===== src/core/cis_defs.vh =====
`ifndef CIS_DEFS_VH
`define CIS_DEFS_VH
// Register byte offsets on the Wishbone slave.
`define CIS_ADDR_W 4
`define CIS_OFF_INTSTAT 4'h0
`define CIS_OFF_TZSTAT 4'h4
`define CIS_OFF_PFLAG 4'h8
`define CIS_OFF_PEN 4'hc
// Interrupt status register fields.
`define CIS_B_EXT_EN 0
`define CIS_B_TZ_EN 1
`define CIS_B_TCK_EN 2
`define CIS_B_PER_EN 3
`define CIS_B_EXT_FL 4
`define CIS_B_TZ_FL 5
`define CIS_B_TCK_FL 6
`define CIS_B_PER_FL 7
// Timer zero status register fields.
`define CIS_B_INT_EDGE 7
`define CIS_B_TCK_EDGE 6
// Reset values, and the timer zero wrap compare values.
`define CIS_RST_8 8'h00
`define CIS_RST_4 4'h0
`define CIS_RST_1 1'b0
`define CIS_TZ_MAX 16'hffff
`define CIS_TZ_ZERO 16'h0000
`endif


===== src/core/cis_edge.v =====
`timescale 1ns/100ps
`default_nettype none
module cis_edge (
   // Clock and reset.
   input wire i_clk,
   input wire i_rst_n,
   // Pin and edge choice.
   input wire i_pin,
   input wire i_rising,
   // Detected edge.
   output reg o_edge
);
   reg sync1_ff;
   reg sync2_ff;
   reg prev_ff;
   reg [2:0] arm_ff;
   // The history is unknown until the pin has filled the chain, so no edge is reported
   // before then; a pin idling high would otherwise look like a rising edge after reset.
   always @(posedge i_clk or negedge i_rst_n) begin
      if (!i_rst_n) begin
         sync1_ff <= 1'b0;
         sync2_ff <= 1'b0;
         prev_ff <= 1'b0;
         arm_ff <= 3'h0;
         o_edge <= 1'b0;
      end else begin
         sync1_ff <= i_pin;
         sync2_ff <= sync1_ff;
         prev_ff <= sync2_ff;
         arm_ff <= {arm_ff[1:0], 1'b1};
         o_edge <= arm_ff[2] & (i_rising ? (sync2_ff & ~prev_ff) : (~sync2_ff & prev_ff));
      end
   end
endmodule // cis_edge
`default_nettype wire


===== src/core/cis_core.v =====
// Functional notes
// (RULE_01) External interrupt pin edge: rising when edge select is one, else falling.
// (RULE_02) A selected external pin edge sets the external interrupt flag, bit 4.
// (RULE_03) Clearing enable bit 0 suppresses the external pin interrupt.
// (RULE_04) An enabled external pin interrupt wakes the processor from sleep.
// (RULE_05) Timer zero rolling from ffff to 0000 sets overflow flag, bit 5.
// (RULE_06) Enable bit 1 enables or disables the timer zero overflow interrupt.
// (RULE_07) Timer clock pin edge: rising when its edge select is one, else falling.
// (RULE_08) A selected timer clock pin edge sets the timer clock flag, bit 6.
// (RULE_09) Clearing enable bit 2 suppresses the timer clock pin interrupt.
// (RULE_10) An enabled timer clock pin interrupt wakes the processor from sleep.
// (RULE_11) Peripheral summary flag is OR of peripheral flags ANDed with enables.
// (RULE_12) Only peripheral sources marked wake-capable may wake from sleep.
// (RULE_13) Wake by interrupt with global disable clear requests a vector load.
// (RULE_14) A wake by interrupt leaves its source flag set.
// (RULE_15) Flags stay set until software clears them; a new event wins a clear.
//
// Decided for this implementation: the Wishbone interface to the registers and the placing of the registers.
`include "cis_defs.vh"
`timescale 1ns/100ps
`default_nettype none
module cis_core (
   // Clock and reset.
   input wire i_clk,
   input wire i_resetn,
   // Wishbone slave.
   input wire i_wb_cyc,
   input wire i_wb_stb,
   input wire i_wb_we,
   input wire [3:0] i_wb_adr,
   input wire [3:0] i_wb_sel,
   input wire [31:0] i_wb_dat,
   output reg [31:0] o_wb_dat,
   output reg o_wb_ack,
   // External pins.
   input wire i_ext_int_pin,
   input wire i_timer_clock_pin,
   // Timer zero count and peripheral events from the same clock.
   input wire [15:0] i_timer_zero,
   input wire [7:0] i_periph_event,
   input wire [7:0] i_periph_wake_mask,
   // Core status.
   input wire i_sleeping,
   input wire i_global_interrupt_disable,
   // Interrupt and wake outputs.
   output reg o_irq,
   output reg o_wake,
   output reg o_vector_load
);
   reg rst1_ff;
   reg rst_n_ff;
   // Pins may toggle as reset lifts, so the block leaves reset on a clean clock edge.
   always @(posedge i_clk or negedge i_resetn) begin
      if (!i_resetn) begin
         rst1_ff <= 1'b0;
         rst_n_ff <= 1'b0;
      end else begin
         rst1_ff <= 1'b1;
         rst_n_ff <= rst1_ff;
      end
   end

   // Register state.
   reg [3:0] int_en_ff;
   reg ext_fl_ff;
   reg tz_fl_ff;
   reg tck_fl_ff;
   reg per_fl_ff;
   reg [7:0] tzstat_ff;
   reg [7:0] pflag_ff;
   reg [7:0] pen_ff;
   reg [15:0] tz_prev_ff;
   wire [7:0] intstat;

   // Bus decode.
   wire bus_req;
   wire bus_commit;
   wire rd_take;
   wire wr;
   wire wr_int;
   wire wr_tz;
   wire wr_pf;
   wire wr_pe;
   wire [7:0] wdata;

   // Source events and requests.
   wire ext_edge;
   wire tck_edge;
   wire tz_ovf;
   wire [7:0] pactive;
   wire psum;
   wire ext_req;
   wire tz_req;
   wire tck_req;
   wire per_req;
   wire per_wake;
   wire wake_src;

   // Next-state values.
   wire [7:0] nxt_pflag;
   reg [3:0] nxt_int_en;
   reg nxt_ext_fl;
   reg nxt_tz_fl;
   reg nxt_tck_fl;
   reg nxt_per_fl;
   reg [7:0] nxt_tzstat;
   reg [7:0] nxt_pen;
   reg [31:0] nxt_rdata;
   reg nxt_ack;
   reg nxt_irq;
   reg nxt_wake;
   reg nxt_vector_load;

   cis_edge u_ext (
      .i_clk(i_clk),
      .i_rst_n(rst_n_ff),
      .i_pin(i_ext_int_pin),
      .i_rising(tzstat_ff[`CIS_B_INT_EDGE]), // RULE_01
      .o_edge(ext_edge)
   );

   cis_edge u_tck (
      .i_clk(i_clk),
      .i_rst_n(rst_n_ff),
      .i_pin(i_timer_clock_pin),
      .i_rising(tzstat_ff[`CIS_B_TCK_EDGE]), // RULE_07
      .o_edge(tck_edge)
   );

   // A write lands at the edge that samples ack high, while the master still holds it.
   assign bus_req = i_wb_cyc & i_wb_stb;
   assign bus_commit = bus_req & o_wb_ack;
   assign rd_take = bus_req & ~i_wb_we & ~o_wb_ack;
   assign wr = bus_commit & i_wb_we & i_wb_sel[0];
   assign wdata = i_wb_dat[7:0];
   assign wr_int = wr && (i_wb_adr == `CIS_OFF_INTSTAT);
   assign wr_tz = wr && (i_wb_adr == `CIS_OFF_TZSTAT);
   assign wr_pf = wr && (i_wb_adr == `CIS_OFF_PFLAG);
   assign wr_pe = wr && (i_wb_adr == `CIS_OFF_PEN);

   assign intstat = {per_fl_ff, tck_fl_ff, tz_fl_ff, ext_fl_ff, int_en_ff};
   assign tz_ovf = (tz_prev_ff == `CIS_TZ_MAX) && (i_timer_zero == `CIS_TZ_ZERO); // RULE_05
   assign pactive = pflag_ff & pen_ff;
   assign psum = |pactive; // RULE_11

   // Each peripheral flag bit takes a write first; its event is ORed in after, so a set wins.
   genvar gi;
   generate
      for (gi = 0; gi < 8; gi = gi + 1) begin : g_pflag
         assign nxt_pflag[gi] = (wr_pf ? wdata[gi] : pflag_ff[gi]) | i_periph_event[gi]; // RULE_15
      end
   endgenerate

   always @* begin
      nxt_pen = pen_ff;
      if (wr_pe) begin
         nxt_pen = wdata;
      end
   end

   always @* begin
      nxt_tzstat = tzstat_ff;
      if (wr_tz) begin
         nxt_tzstat = wdata;
      end
   end

   always @* begin
      nxt_int_en = int_en_ff;
      if (wr_int) begin
         nxt_int_en = wdata[`CIS_B_PER_EN:`CIS_B_EXT_EN];
      end
   end

   // Flags take a software write first; events are ORed in afterwards so a set beats a clear.
   always @* begin
      nxt_ext_fl = ext_fl_ff;
      if (wr_int) begin
         nxt_ext_fl = wdata[`CIS_B_EXT_FL];
      end
      nxt_ext_fl = nxt_ext_fl | ext_edge; // RULE_02 RULE_15
   end

   always @* begin
      nxt_tz_fl = tz_fl_ff;
      if (wr_int) begin
         nxt_tz_fl = wdata[`CIS_B_TZ_FL];
      end
      nxt_tz_fl = nxt_tz_fl | tz_ovf; // RULE_05 RULE_15
   end

   always @* begin
      nxt_tck_fl = tck_fl_ff;
      if (wr_int) begin
         nxt_tck_fl = wdata[`CIS_B_TCK_FL];
      end
      nxt_tck_fl = nxt_tck_fl | tck_edge; // RULE_08 RULE_15
   end

   // The summary bit is read-only and always recomputed.
   always @* begin
      nxt_per_fl = |(nxt_pflag & nxt_pen); // RULE_11
   end

   // Read data is registered in the cycle the request is taken and stands with ack.
   always @* begin
      nxt_rdata = 32'h00000000;
      if (rd_take) begin
         case (i_wb_adr)
            `CIS_OFF_INTSTAT: begin
               nxt_rdata = {24'h000000, intstat};
            end
            `CIS_OFF_TZSTAT: begin
               nxt_rdata = {24'h000000, tzstat_ff};
            end
            `CIS_OFF_PFLAG: begin
               nxt_rdata = {24'h000000, pflag_ff};
            end
            `CIS_OFF_PEN: begin
               nxt_rdata = {24'h000000, pen_ff};
            end
            default: begin
               nxt_rdata = 32'h00000000;
            end
         endcase
      end
   end

   always @* begin
      nxt_ack = bus_req & ~o_wb_ack;
   end

   assign ext_req = ext_fl_ff & int_en_ff[`CIS_B_EXT_EN]; // RULE_03
   assign tz_req = tz_fl_ff & int_en_ff[`CIS_B_TZ_EN]; // RULE_06
   assign tck_req = tck_fl_ff & int_en_ff[`CIS_B_TCK_EN]; // RULE_09
   assign per_req = psum & int_en_ff[`CIS_B_PER_EN];
   // The timer overflow cannot wake: the timer is assumed stopped in sleep.
   assign per_wake = |(pactive & i_periph_wake_mask) & int_en_ff[`CIS_B_PER_EN]; // RULE_12
   assign wake_src = ext_req | tck_req | per_wake; // RULE_04 RULE_10 RULE_14

   always @* begin
      nxt_irq = ext_req | tz_req | tck_req | per_req;
      nxt_wake = i_sleeping & wake_src; // RULE_04 RULE_10 RULE_12
      nxt_vector_load = i_sleeping & wake_src & ~i_global_interrupt_disable; // RULE_13
   end

   always @(posedge i_clk or negedge rst_n_ff) begin
      if (!rst_n_ff) begin
         int_en_ff <= `CIS_RST_4;
      end else begin
         int_en_ff <= nxt_int_en;
      end
   end

   always @(posedge i_clk or negedge rst_n_ff) begin
      if (!rst_n_ff) begin
         ext_fl_ff <= `CIS_RST_1;
      end else begin
         ext_fl_ff <= nxt_ext_fl;
      end
   end

   always @(posedge i_clk or negedge rst_n_ff) begin
      if (!rst_n_ff) begin
         tz_fl_ff <= `CIS_RST_1;
      end else begin
         tz_fl_ff <= nxt_tz_fl;
      end
   end

   always @(posedge i_clk or negedge rst_n_ff) begin
      if (!rst_n_ff) begin
         tck_fl_ff <= `CIS_RST_1;
      end else begin
         tck_fl_ff <= nxt_tck_fl;
      end
   end

   always @(posedge i_clk or negedge rst_n_ff) begin
      if (!rst_n_ff) begin
         per_fl_ff <= `CIS_RST_1;
      end else begin
         per_fl_ff <= nxt_per_fl;
      end
   end

   always @(posedge i_clk or negedge rst_n_ff) begin
      if (!rst_n_ff) begin
         tzstat_ff <= `CIS_RST_8;
      end else begin
         tzstat_ff <= nxt_tzstat;
      end
   end

   always @(posedge i_clk or negedge rst_n_ff) begin
      if (!rst_n_ff) begin
         pflag_ff <= `CIS_RST_8;
      end else begin
         pflag_ff <= nxt_pflag;
      end
   end

   always @(posedge i_clk or negedge rst_n_ff) begin
      if (!rst_n_ff) begin
         pen_ff <= `CIS_RST_8;
      end else begin
         pen_ff <= nxt_pen;
      end
   end

   always @(posedge i_clk or negedge rst_n_ff) begin
      if (!rst_n_ff) begin
         tz_prev_ff <= `CIS_TZ_ZERO;
      end else begin
         tz_prev_ff <= i_timer_zero;
      end
   end

   always @(posedge i_clk or negedge rst_n_ff) begin
      if (!rst_n_ff) begin
         o_wb_ack <= 1'b0;
      end else begin
         o_wb_ack <= nxt_ack;
      end
   end

   always @(posedge i_clk or negedge rst_n_ff) begin
      if (!rst_n_ff) begin
         o_wb_dat <= 32'h00000000;
      end else begin
         o_wb_dat <= nxt_rdata;
      end
   end

   always @(posedge i_clk or negedge rst_n_ff) begin
      if (!rst_n_ff) begin
         o_irq <= 1'b0;
      end else begin
         o_irq <= nxt_irq;
      end
   end

   always @(posedge i_clk or negedge rst_n_ff) begin
      if (!rst_n_ff) begin
         o_wake <= 1'b0;
      end else begin
         o_wake <= nxt_wake;
      end
   end

   always @(posedge i_clk or negedge rst_n_ff) begin
      if (!rst_n_ff) begin
         o_vector_load <= 1'b0;
      end else begin
         o_vector_load <= nxt_vector_load;
      end
   end
endmodule // cis_core
`default_nettype wire


===== config.mk =====
export PLATFORM = sky130hd
export DESIGN_NAME = cis_core
export DESIGN_NICKNAME = d
export VERILOG_FILES = /design/src/core/cis_edge.v /design/src/core/cis_core.v
export VERILOG_INCLUDE_DIRS = /design/src /design/src/core
export SDC_FILE = /design/constraint.sdc
export NUM_CORES = 1
export LEC_CHECK = 0
export ABC_AREA = 1
export BUFFER_PORTS_ARGS = -buffer_cell sky130_fd_sc_hd__buf_2
export CORE_UTILIZATION = 30
export DETAILED_ROUTE_END_ITERATION = 6
export GPL_TIMING_DRIVEN = 0
export PLACE_DENSITY = 0.65
export SYNTH_ARGS = -nofsm -noshare
export SYNTH_HDL_FRONTEND = slang
export SYNTH_HIERARCHICAL = 1
export SYNTH_SLANG_ARGS = --single-unit

===== constraint.sdc =====
create_clock -name i_clk -period 2.4 [get_ports i_clk]
set_clock_uncertainty 0.15 [all_clocks]
set_input_delay 0.24 -clock i_clk [delete_from_list [all_inputs] [get_ports i_clk]]
set_output_delay 0.24 -clock i_clk [all_outputs]
set_load 0.01 [all_outputs]

# Word-level counts from Yosys, hierarchy flattened
# Index checks and enable logic that the tools add are counted.
[op_classes]
reduce_logical = 10
mux = 16
bitwise_logic = 46
eq_ne = 4
[op_table]
columns = ["op", "count"]
rows = [
  ["2-to-1 mux 32 bit", 1],
  ["case mux 8 bit (4 select lines)", 1],
  ["bitwise AND 8 bit", 3],
  ["OR reduction 8 bit", 3],
  ["bitwise AND 1 bit", 20],
  ["== test 16 bit, second input constant", 1],
  ["logical NOT 16 bit", 1],
  ["bitwise OR 1 bit", 16],
  ["2-to-1 mux 1 bit", 13],
  ["== test 4 bit, second input constant", 2],
  ["2-to-1 mux 8 bit", 1],
  ["inverter 1 bit", 7],
  ["logical AND 1 bit", 5],
  ["== test 4 x 3 -> 1 bit, second input constant", 1],
  ["logical NOT 4 bit", 1],
]
[word_totals]
register_bits = 100
inputBits = 81
wordCells = 102
output_inout_bits = 36

# Longest topological paths before layout
# Gate-level depths: netlist (run 1).
[logic_depth]
depth_word = 9
depth_mapped = 11
mapped_depth_nobuf = 10

# By module
# The synthesis (run 1) kept the hierarchy.
[by_module_without_submodules]
columns = ["mod", "instances", "area_each_um2", "cells_each", "seq_area_each_um2"]
rows = [
  ["cis_core", 1, 2840.2, 298, 1551.5],
  ["cis_edge", 2, 209.0, 16, 175.2],
]

# Least setup slack after synthesis (run 1)
# Ideal clock, no wire load.
[synth_timing]
kind = "reg2reg"
from = "reg o_wb_ack"
to = "reg per_fl_ff"
path_stages_with_launch = 11
setup_time_ns = 0.119
path_buffers = 1
path_slack_ns = 0.873
synth_period_minus_slack_ns = 1.527
arrival_ns = 1.259
t_required_ns = 2.131
path_cell_list = "dfrtp_1 -> nand3_1 -> nor2_4 -> nand2_4 -> buf_6 -> nand2_2 -> o21ai_2 -> nand2_1 -> nand2_1 -> nor2_1 -> nand2_1"
[synth_via]
word_cells_on_any_way = 24
classes_between = "mux: 9; bitwise: 12; reduce/logical: 3"
[synth_rtl]
columns = ["element", "line", "rtl"]
rows = [
  ["from (decl)", "cis_core.v:34", "output reg o_wb_ack,"],
  ["from (signal assigned)", "cis_core.v:323", "o_wb_ack <= nxt_ack;"],
  ["bitwise AND 1 bit", "cis_core.v:132", "assign bus_commit = bus_req & o_wb_ack;"],
  ["bitwise AND 1 bit (2 in series)", "cis_core.v:134", "assign wr = bus_commit & i_wb_we & i_wb_sel[0];"],
  ["logical AND 1 bit", "cis_core.v:139", "assign wr_pe = wr && (i_wb_adr == `CIS_OFF_PEN);"],
  ["2-to-1 mux 8 bit", "cis_core.v:156", "if (wr_pe) begin"],
  ["net nxt_pen[2]", "cis_core.v:107", "reg [7:0] nxt_pen;"],
  ["bitwise AND 8 bit", "cis_core.v:202", "nxt_per_fl = |(nxt_pflag & nxt_pen);"],
  ["OR reduction 8 bit", "cis_core.v:202", ""],
  ["net nxt_per_fl", "cis_core.v:105", "reg nxt_per_fl;"],
  ["to (signal assigned)", "cis_core.v:281", "per_fl_ff <= `CIS_RST_1;"],
  ["to (signal assigned)", "cis_core.v:283", "per_fl_ff <= nxt_per_fl;"],
  ["to (decl)", "cis_core.v:68", "reg per_fl_ff;"],
]
# The timed path passes the listed nets, and every way through them passes these cells.
# A chain may end at the register's enable or synchronous reset.

# Worst setup path in the final report (run 1)
[layout_timing]
from = "reg pen_ff[7]"
to = "reg o_vector_load"
[layout_via]
elab_chain_cells = 7
[layout_rtl]
columns = ["element", "line", "rtl"]
rows = [
  ["from (decl)", "cis_core.v:71", "reg [7:0] pen_ff;"],
  ["from (signal assigned)", "cis_core.v:305", "pen_ff <= `CIS_RST_8;"],
  ["from (signal assigned)", "cis_core.v:307", "pen_ff <= nxt_pen;"],
  ["bitwise AND 8 bit", "cis_core.v:143", "assign pactive = pflag_ff & pen_ff;"],
  ["bitwise AND 8 bit", "cis_core.v:238", "assign per_wake = |(pactive & i_periph_wake_mask) & int_en_ff[`CIS_B_PER_EN];"],
  ["OR reduction 8 bit", "cis_core.v:238", ""],
  ["bitwise AND 1 bit", "cis_core.v:238", ""],
  ["bitwise OR 1 bit", "cis_core.v:239", "assign wake_src = ext_req | tck_req | per_wake;"],
  ["bitwise AND 1 bit (2 in series)", "cis_core.v:244", "nxt_vector_load = i_sleeping & wake_src & ~i_global_interrupt_disable;"],
  ["net nxt_vector_load", "cis_core.v:112", "reg nxt_vector_load;"],
  ["to (signal assigned)", "cis_core.v:355", "o_vector_load <= nxt_vector_load;"],
  ["to (decl)", "cis_core.v:48", "output reg o_vector_load"],
]
# The timed path passes the listed nets, and every way through them passes these cells.

==> flow_metrics.py, run 1 <==
metrics = {
    "critical_path": {
        "timing.rr.start": "pen_ff[7]",
        "arrival_ns": 1.99,
        "path_cells": "nand3_1 > nand4_1 > o21ai_0 > nand2_1 > nand2_1 > nor2_1 > dlygate4sd3_1",
        "critPathMaxStageDelay_ns": 0.55,
        "crit_path_frequent_cell": "nand2_1",
        "cp_max_fo": 4,
        "critPathSlowestCell": "dlygate4sd3_1",
        "end_kind": "register",
        "crit_path_start_kind": "register",
        "crit_required_ns": 2.48,
        "cp-startpoint": "pen_ff[7]",
        "crit_family": "buffers and inverters",
        "crit_buf_inv": 1,
        "crit_type": "reg2reg",
    },
    "clocking": {
        "cts_tree": "built",
        "clk_latency_ns": 0.35,
        "clk_pin_slew_worst_paths_ns": 0.08,
        "cts_buffers": 9,
        "htreeDepth": 3,
        "cts_num_sinks": 76,
        "cts_resized": 0,
        "clockBufferDepth": 2,
        "cts_root_buf": "clkbuf_8",
        "hold_buffers": 30,
        "cts_setup_buffers": 0,
    },
    "timing": {
        "worst_pin_slew_ns": 0.920,
        "fin_crit_sh_pct": 79.4,
        "slew_headroom_pct": 38.6,
        "rsz0062_at_grt": "false",
        "period_needed_ns": 1.91,
        "fin_tns_setup_ns": 0,
        "setup_viol": 0,
        "holdWs_ns": 0.0201,
        "clock.fmax_ghz": 0.524,
        "drv_slew": 0,
        "hold_viol": 0,
    },
    "floorplanning": {
        "rows": 37,
        "die_h_microns": 106,
        "start_util_pct": 31.3,
        "design.die.area_sq_mm": 0.0113,
        "die_w_microns": 106,
        "core_area_sq_mm": 0.0104,
        "io-pin-count": 117,
    },
    "final_layout": {
        "nets": 540,
        "final_common_cell": "nand2_1",
        "drive_gt1_share_pct": 30.8,
        "final_cells": 600,
        "diodes": 0,
        "final_cell_mix": "nand2_1 (88), dfrtp_1 (75), buf_2 (66)",
        "fillers": 1019,
        "area_growth_pct": 32.9,
        "final_cell_area_sq_mm": 0.00433,
    },
    "status": {
        "outcome": "finished clean",
    },
    "drt": {
        "ant_nets": 0,
        "first_pass_iters": 4,
        "drc": 0,
        "avgViaCountPerCell": 4.35,
        "drt_wl_total_mm": 7.40,
        "dr.first_iter.drc_count": 103,
        "vias": 2608,
        "wl_per_cell_microns": 12.3,
    },
    "logic_synthesis": {
        "synthesis.area_sq_mm": 0.00326,
        "yosysSeqAreaShare_pct": 58.4,
        "synth-main-ff-cell": "dfrtp_1",
        "ys_warn_count": 6,
        "synthDistinctLibCells": 25,
        "syn-mean-instance-area_sq_um": 9.87,
        "synth_edf_count": 0,
        "syn-instance-count": 330,
        "synthArstFlopShare_pct": 100,
        "ys_seq_elements": 76,
    },
    "placement": {
        "port_buffers": 65,
        "placed_cells": 554,
        "routabilityCongestion": 0.792,
        "placed_area_sq_mm": 0.00384,
        "post-dp-hpwl_mm": 5.19,
    },
    "global_route": {
        "grt_overflow": 0,
        "grt_pass1_vias": 2627,
        "track_usage_pct": 14.3,
        "grt_antenna_before_repair": 0,
        "grt_max_degree": 75,
        "grt_pass1_wl_mm": 12.2,
    },
    "pwr": {
        "p_per_area_mw_per_mm2": 571,
        "vdd_drop_max_v": 0.000419,
        "leakagePower_nw": 2.15,
    },
    "worst_hold_path": {
        "min_path_type": "in2reg",
        "min_from": "i_wb_dat[2]",
    },
    "run": {
        "max_cap_viol_count": 0,
    },
}
cell usage after synthesis, drive strengths merged, types with 3 or more instances:
cell type / number / area, sq um
nand3b: 3 / 22.5
inv: 23 / 86.3
buf: 29 / 223
a21oi: 4 / 20.0
nor2: 18 / 98.8
nand3: 23 / 120
a41oi: 8 / 70.1
dfrtp: 76 / 1900
nand4: 9 / 56.3
conb: 4 / 15.0
o21ai: 24 / 169
nand2: 102 / 428
nor4: 4 / 25.0
tightest hold or removal path, cell delays in order:
cell and delay (ns):
buf_2 0.08, nand3_1 0.08, nand3_2 0.08
stage by stage:
stage	setup WS, ns	power, mW	utilization (%)
6_report	0.493	2.47	41.6
5_1_grt	0.319	2.60	41.6
4_1_cts	0.534	2.50	41.6
3_5_place_dp	0.449	1.56	36.9
3_3_place_gp	0.452	1.56	36.9
2_1_floorplan	0.873	1.48	-
kinds of logic after synthesis:
logic type | share of synthesized area, %
AO/OA/AOI/OAI | 8.22
buffers and inverters | 9.60
flip-flops | 58.4
other | 0.461
AND/OR/NAND/NOR | 23.3
worst paths after layout:
kind                       slack [ns]              end  cells after the start
hold / removal                   0.02      pflag_ff[2]                      3
setup / recovery                 0.49    o_vector_load                      7
min in group asynchronous        0.05         rst_n_ff                      2
hold reg to reg                  0.21  u_tck/arm_ff[2]                      0
setup reg to reg                 0.49    o_vector_load                      7
max in group asynchronous        1.18        pen_ff[1]                      0
report_power, final:
part           switching (mW)  internal (mW)  leakage (nW)
clock                   0.494          0.410        0.0851
combinational          0.0989          0.112          1.13
sequential             0.0396           1.32         0.935
cell type report:
type	instances	area, sq um	area share, %
flip-flops and latches	76	1910	44.0
clock buffers	10	138	3.18
inverters	24	90.1	2.08
multi-input cells	224	1130	26.1
plain buffers	29	223	5.14
repair buffers	95	626	14.4
well taps	136	170	3.93
clock inverters	6	48.8	1.13
flip-flops by register name, indices dropped and copies added, names as in the netlist, 3 cells and up:
signal        count
tz_prev_ff       16
o_wb_dat          8
pen_ff            8
pflag_ff          8
tzstat_ff         8
int_en_ff         4
u_ext/arm_ff      3
u_tck/arm_ff      3
metal layers:
layer / global-route usage, % / wire (microns) / vias to the layer above / part of all wire (%)
met5: 0 / 0 / - / 0
met4: 5.56 / 149 / 0 / 2.0
met3: 3.80 / 413 / 12 / 5.6
met2: 25.2 / 3720 / 87 / 50
met1: 16.6 / 3120 / 1226 / 42
li1: - / - / 1283 / -
Power figures use the tool's default switching activity.
==> inputs of run 2 (changes only) <==
clock period = 1.61 ns   (was 2.4 ns; I/O delays follow)
==> run 2 against run 1 <==
Design area increased by 5.8%. Clock-buffer cell count unchanged. Worst hold slack improved by 0.067 ns. Critical path depth increased by 3. Fmax increased by 19%. Critical path type unchanged. Highest routed layer unchanged.
==> flow_metrics.py, run 2 (synthesis results as in run 1) <==
metrics = {
    "global_route": {
        "grt_max_degree": 75,
        "track_usage_pct": 14.7,
        "grt_pass1_vias": 2702,
        "grt_overflow": 0,
        "grt_pass1_wl_mm": 12.5,
        "grt_antenna_before_repair": 0,
    },
    "final_layout": {
        "largest_register_ffs": 16,
        "area_growth_pct": 40.7,
        "final_util_pct": 44.0,
        "final_common_cell": "nand2_1",
        "final_cell_mix": "nand2_1 (84), dfrtp_1 (75), buf_2 (65)",
        "drive_gt1_share_pct": 33.7,
        "regMostFlops": "tz_prev_ff",
        "diodes": 0,
        "nets": 557,
    },
    "clocking": {
        "cts_tree": "built",
        "cts_buffers": 9,
        "htreeDepth": 3,
        "cts_num_sinks": 76,
        "clk_latency_ns": 0.35,
        "clk_pin_slew_worst_paths_ns": 0.08,
        "cts_root_buf": "clkbuf_8",
        "clockBufferDepth": 2,
    },
    "run": {
        "max_cap_viol_count": 0,
    },
    "timing": {
        "hold_viol": 0,
        "drv_slew": 0,
        "holdWs_ns": 0.0869,
        "slew_headroom_pct": 38.4,
        "worst_pin_slew_ns": 0.924,
        "fin_crit_sh_pct": 99.2,
        "period_needed_ns": 1.60,
        "clock.fmax_ghz": 0.626,
        "rsz0062_at_grt": "true",
        "setup_viol": 0,
    },
    "floorplanning": {
        "core_area_sq_mm": 0.0104,
        "start_util_pct": 31.3,
        "rows": 37,
        "die_h_microns": 106,
        "io-pin-count": 117,
        "die_w_microns": 106,
        "design.die.area_sq_mm": 0.0113,
    },
    "drt": {
        "drc": 0,
        "vias": 2674,
        "avgViaCountPerCell": 4.33,
        "drt_wl_total_mm": 7.84,
        "wl_per_cell_microns": 12.7,
        "first_pass_iters": 4,
        "dr.first_iter.drc_count": 123,
        "ant_nets": 0,
    },
    "pwr": {
        "vdd_drop_max_v": 0.000627,
        "leakagePower_nw": 2.28,
        "p_per_area_mw_per_mm2": 810,
    },
    "critical_path": {
        "crit_type": "reg2reg",
        "arrival_ns": 1.70,
        "cp_max_fo": 10,
        "crit_required_ns": 1.71,
        "end_kind": "register",
        "crit_path_start_kind": "register",
    },
    "placement": {
        "port_buffers": 65,
        "routabilityCongestion": 0.792,
        "post-dp-hpwl_mm": 5.19,
    },
    "status": {
        "outcome": "finished clean",
    },
    "worst_hold_path": {
        "min_path_type": "in2reg",
    },
}
run 2: metal layers:
layer / routed length, microns / global-route usage [%] / vias to the layer above
met4: 103 / 5.95 / 0
met2: 4020 / 25.9 / 106
met5: 0 / 0 / -
met1: 3170 / 16.7 / 1242
met3: 552 / 3.86 / 11
li1: - / - / 1315
run 2: layout make-up:
type                    instances  area (sq um)
clock buffers                  10           138
clock inverters                 6          48.8
plain buffers                  29           245
flip-flops and latches         76          1910
inverters                      24          90.1
repair buffers                112           797
multi-input cells             224          1190
fillers                       998          5830
well taps                     136           170
run 2: power breakdown:
part	internal, mW	switching [mW]
Clock	0.611	0.725
Combinational	0.191	0.158
Sequential	1.97	0.0600
run 2: timing repair:
action                                  CTS  global route
buffers inserted                          3             3
cloned                                    0             2
resized for setup                         4            23
endpoints found under the setup margin    7            10
hold buffers                             39             0
hold endpoints to repair                 53             0
pin swaps                                 2             5
run 2: critical path: stages (launching register included):
cell and delay (ns):
dfrtp_1 0.36, nand3_2 0.09, nor2_4 0.20, nand2_4 0.10, buf_12 0.16, nand2_2 0.06, o21ai_2 0.06, nand2_1 0.09
nand2_2 0.08, nor2_4 0.11, nand2_1 0.05
run 2: path summary, 6_finish.rpt:
path	start	endpoint	slack, ns	cells after the start
hold reg to reg	u_tck/arm_ff[1]	u_tck/arm_ff[2]	0.21	0
max in group asynchronous	rst_n_ff	pen_ff[1]	0.39	0
min in group asynchronous	rst_n_ff	u_tck/arm_ff[0]	0.33	0
setup reg to reg	o_wb_ack	per_fl_ff	0.01	10
hold / removal	i_wb_adr[3]	o_wb_dat[7]	0.09	4
setup / recovery	o_wb_ack	per_fl_ff	0.01	10
run 2: through the flow:
| stage | setup slack (ns) | cell area (sq um) | std cells | total power, mW | setup TNS (ns) |
|---|---|---|---|---|---|
| after floorplan | 0.0828 | 3350 | 353 | 2.21 | 0 |
| after global placement | -0.259 | 3840 | 554 | 2.32 | -17.53 |
| after detailed placement | -0.262 | 3840 | 554 | 2.33 | -2.16 |
| after CTS | 0.0142 | 4460 | 612 | 3.75 | 0 |
| after global routing | -0.0626 | 4580 | 617 | 3.92 | -0.159 |
| final | 0.0128 | 4580 | 617 | 3.71 | 0 |
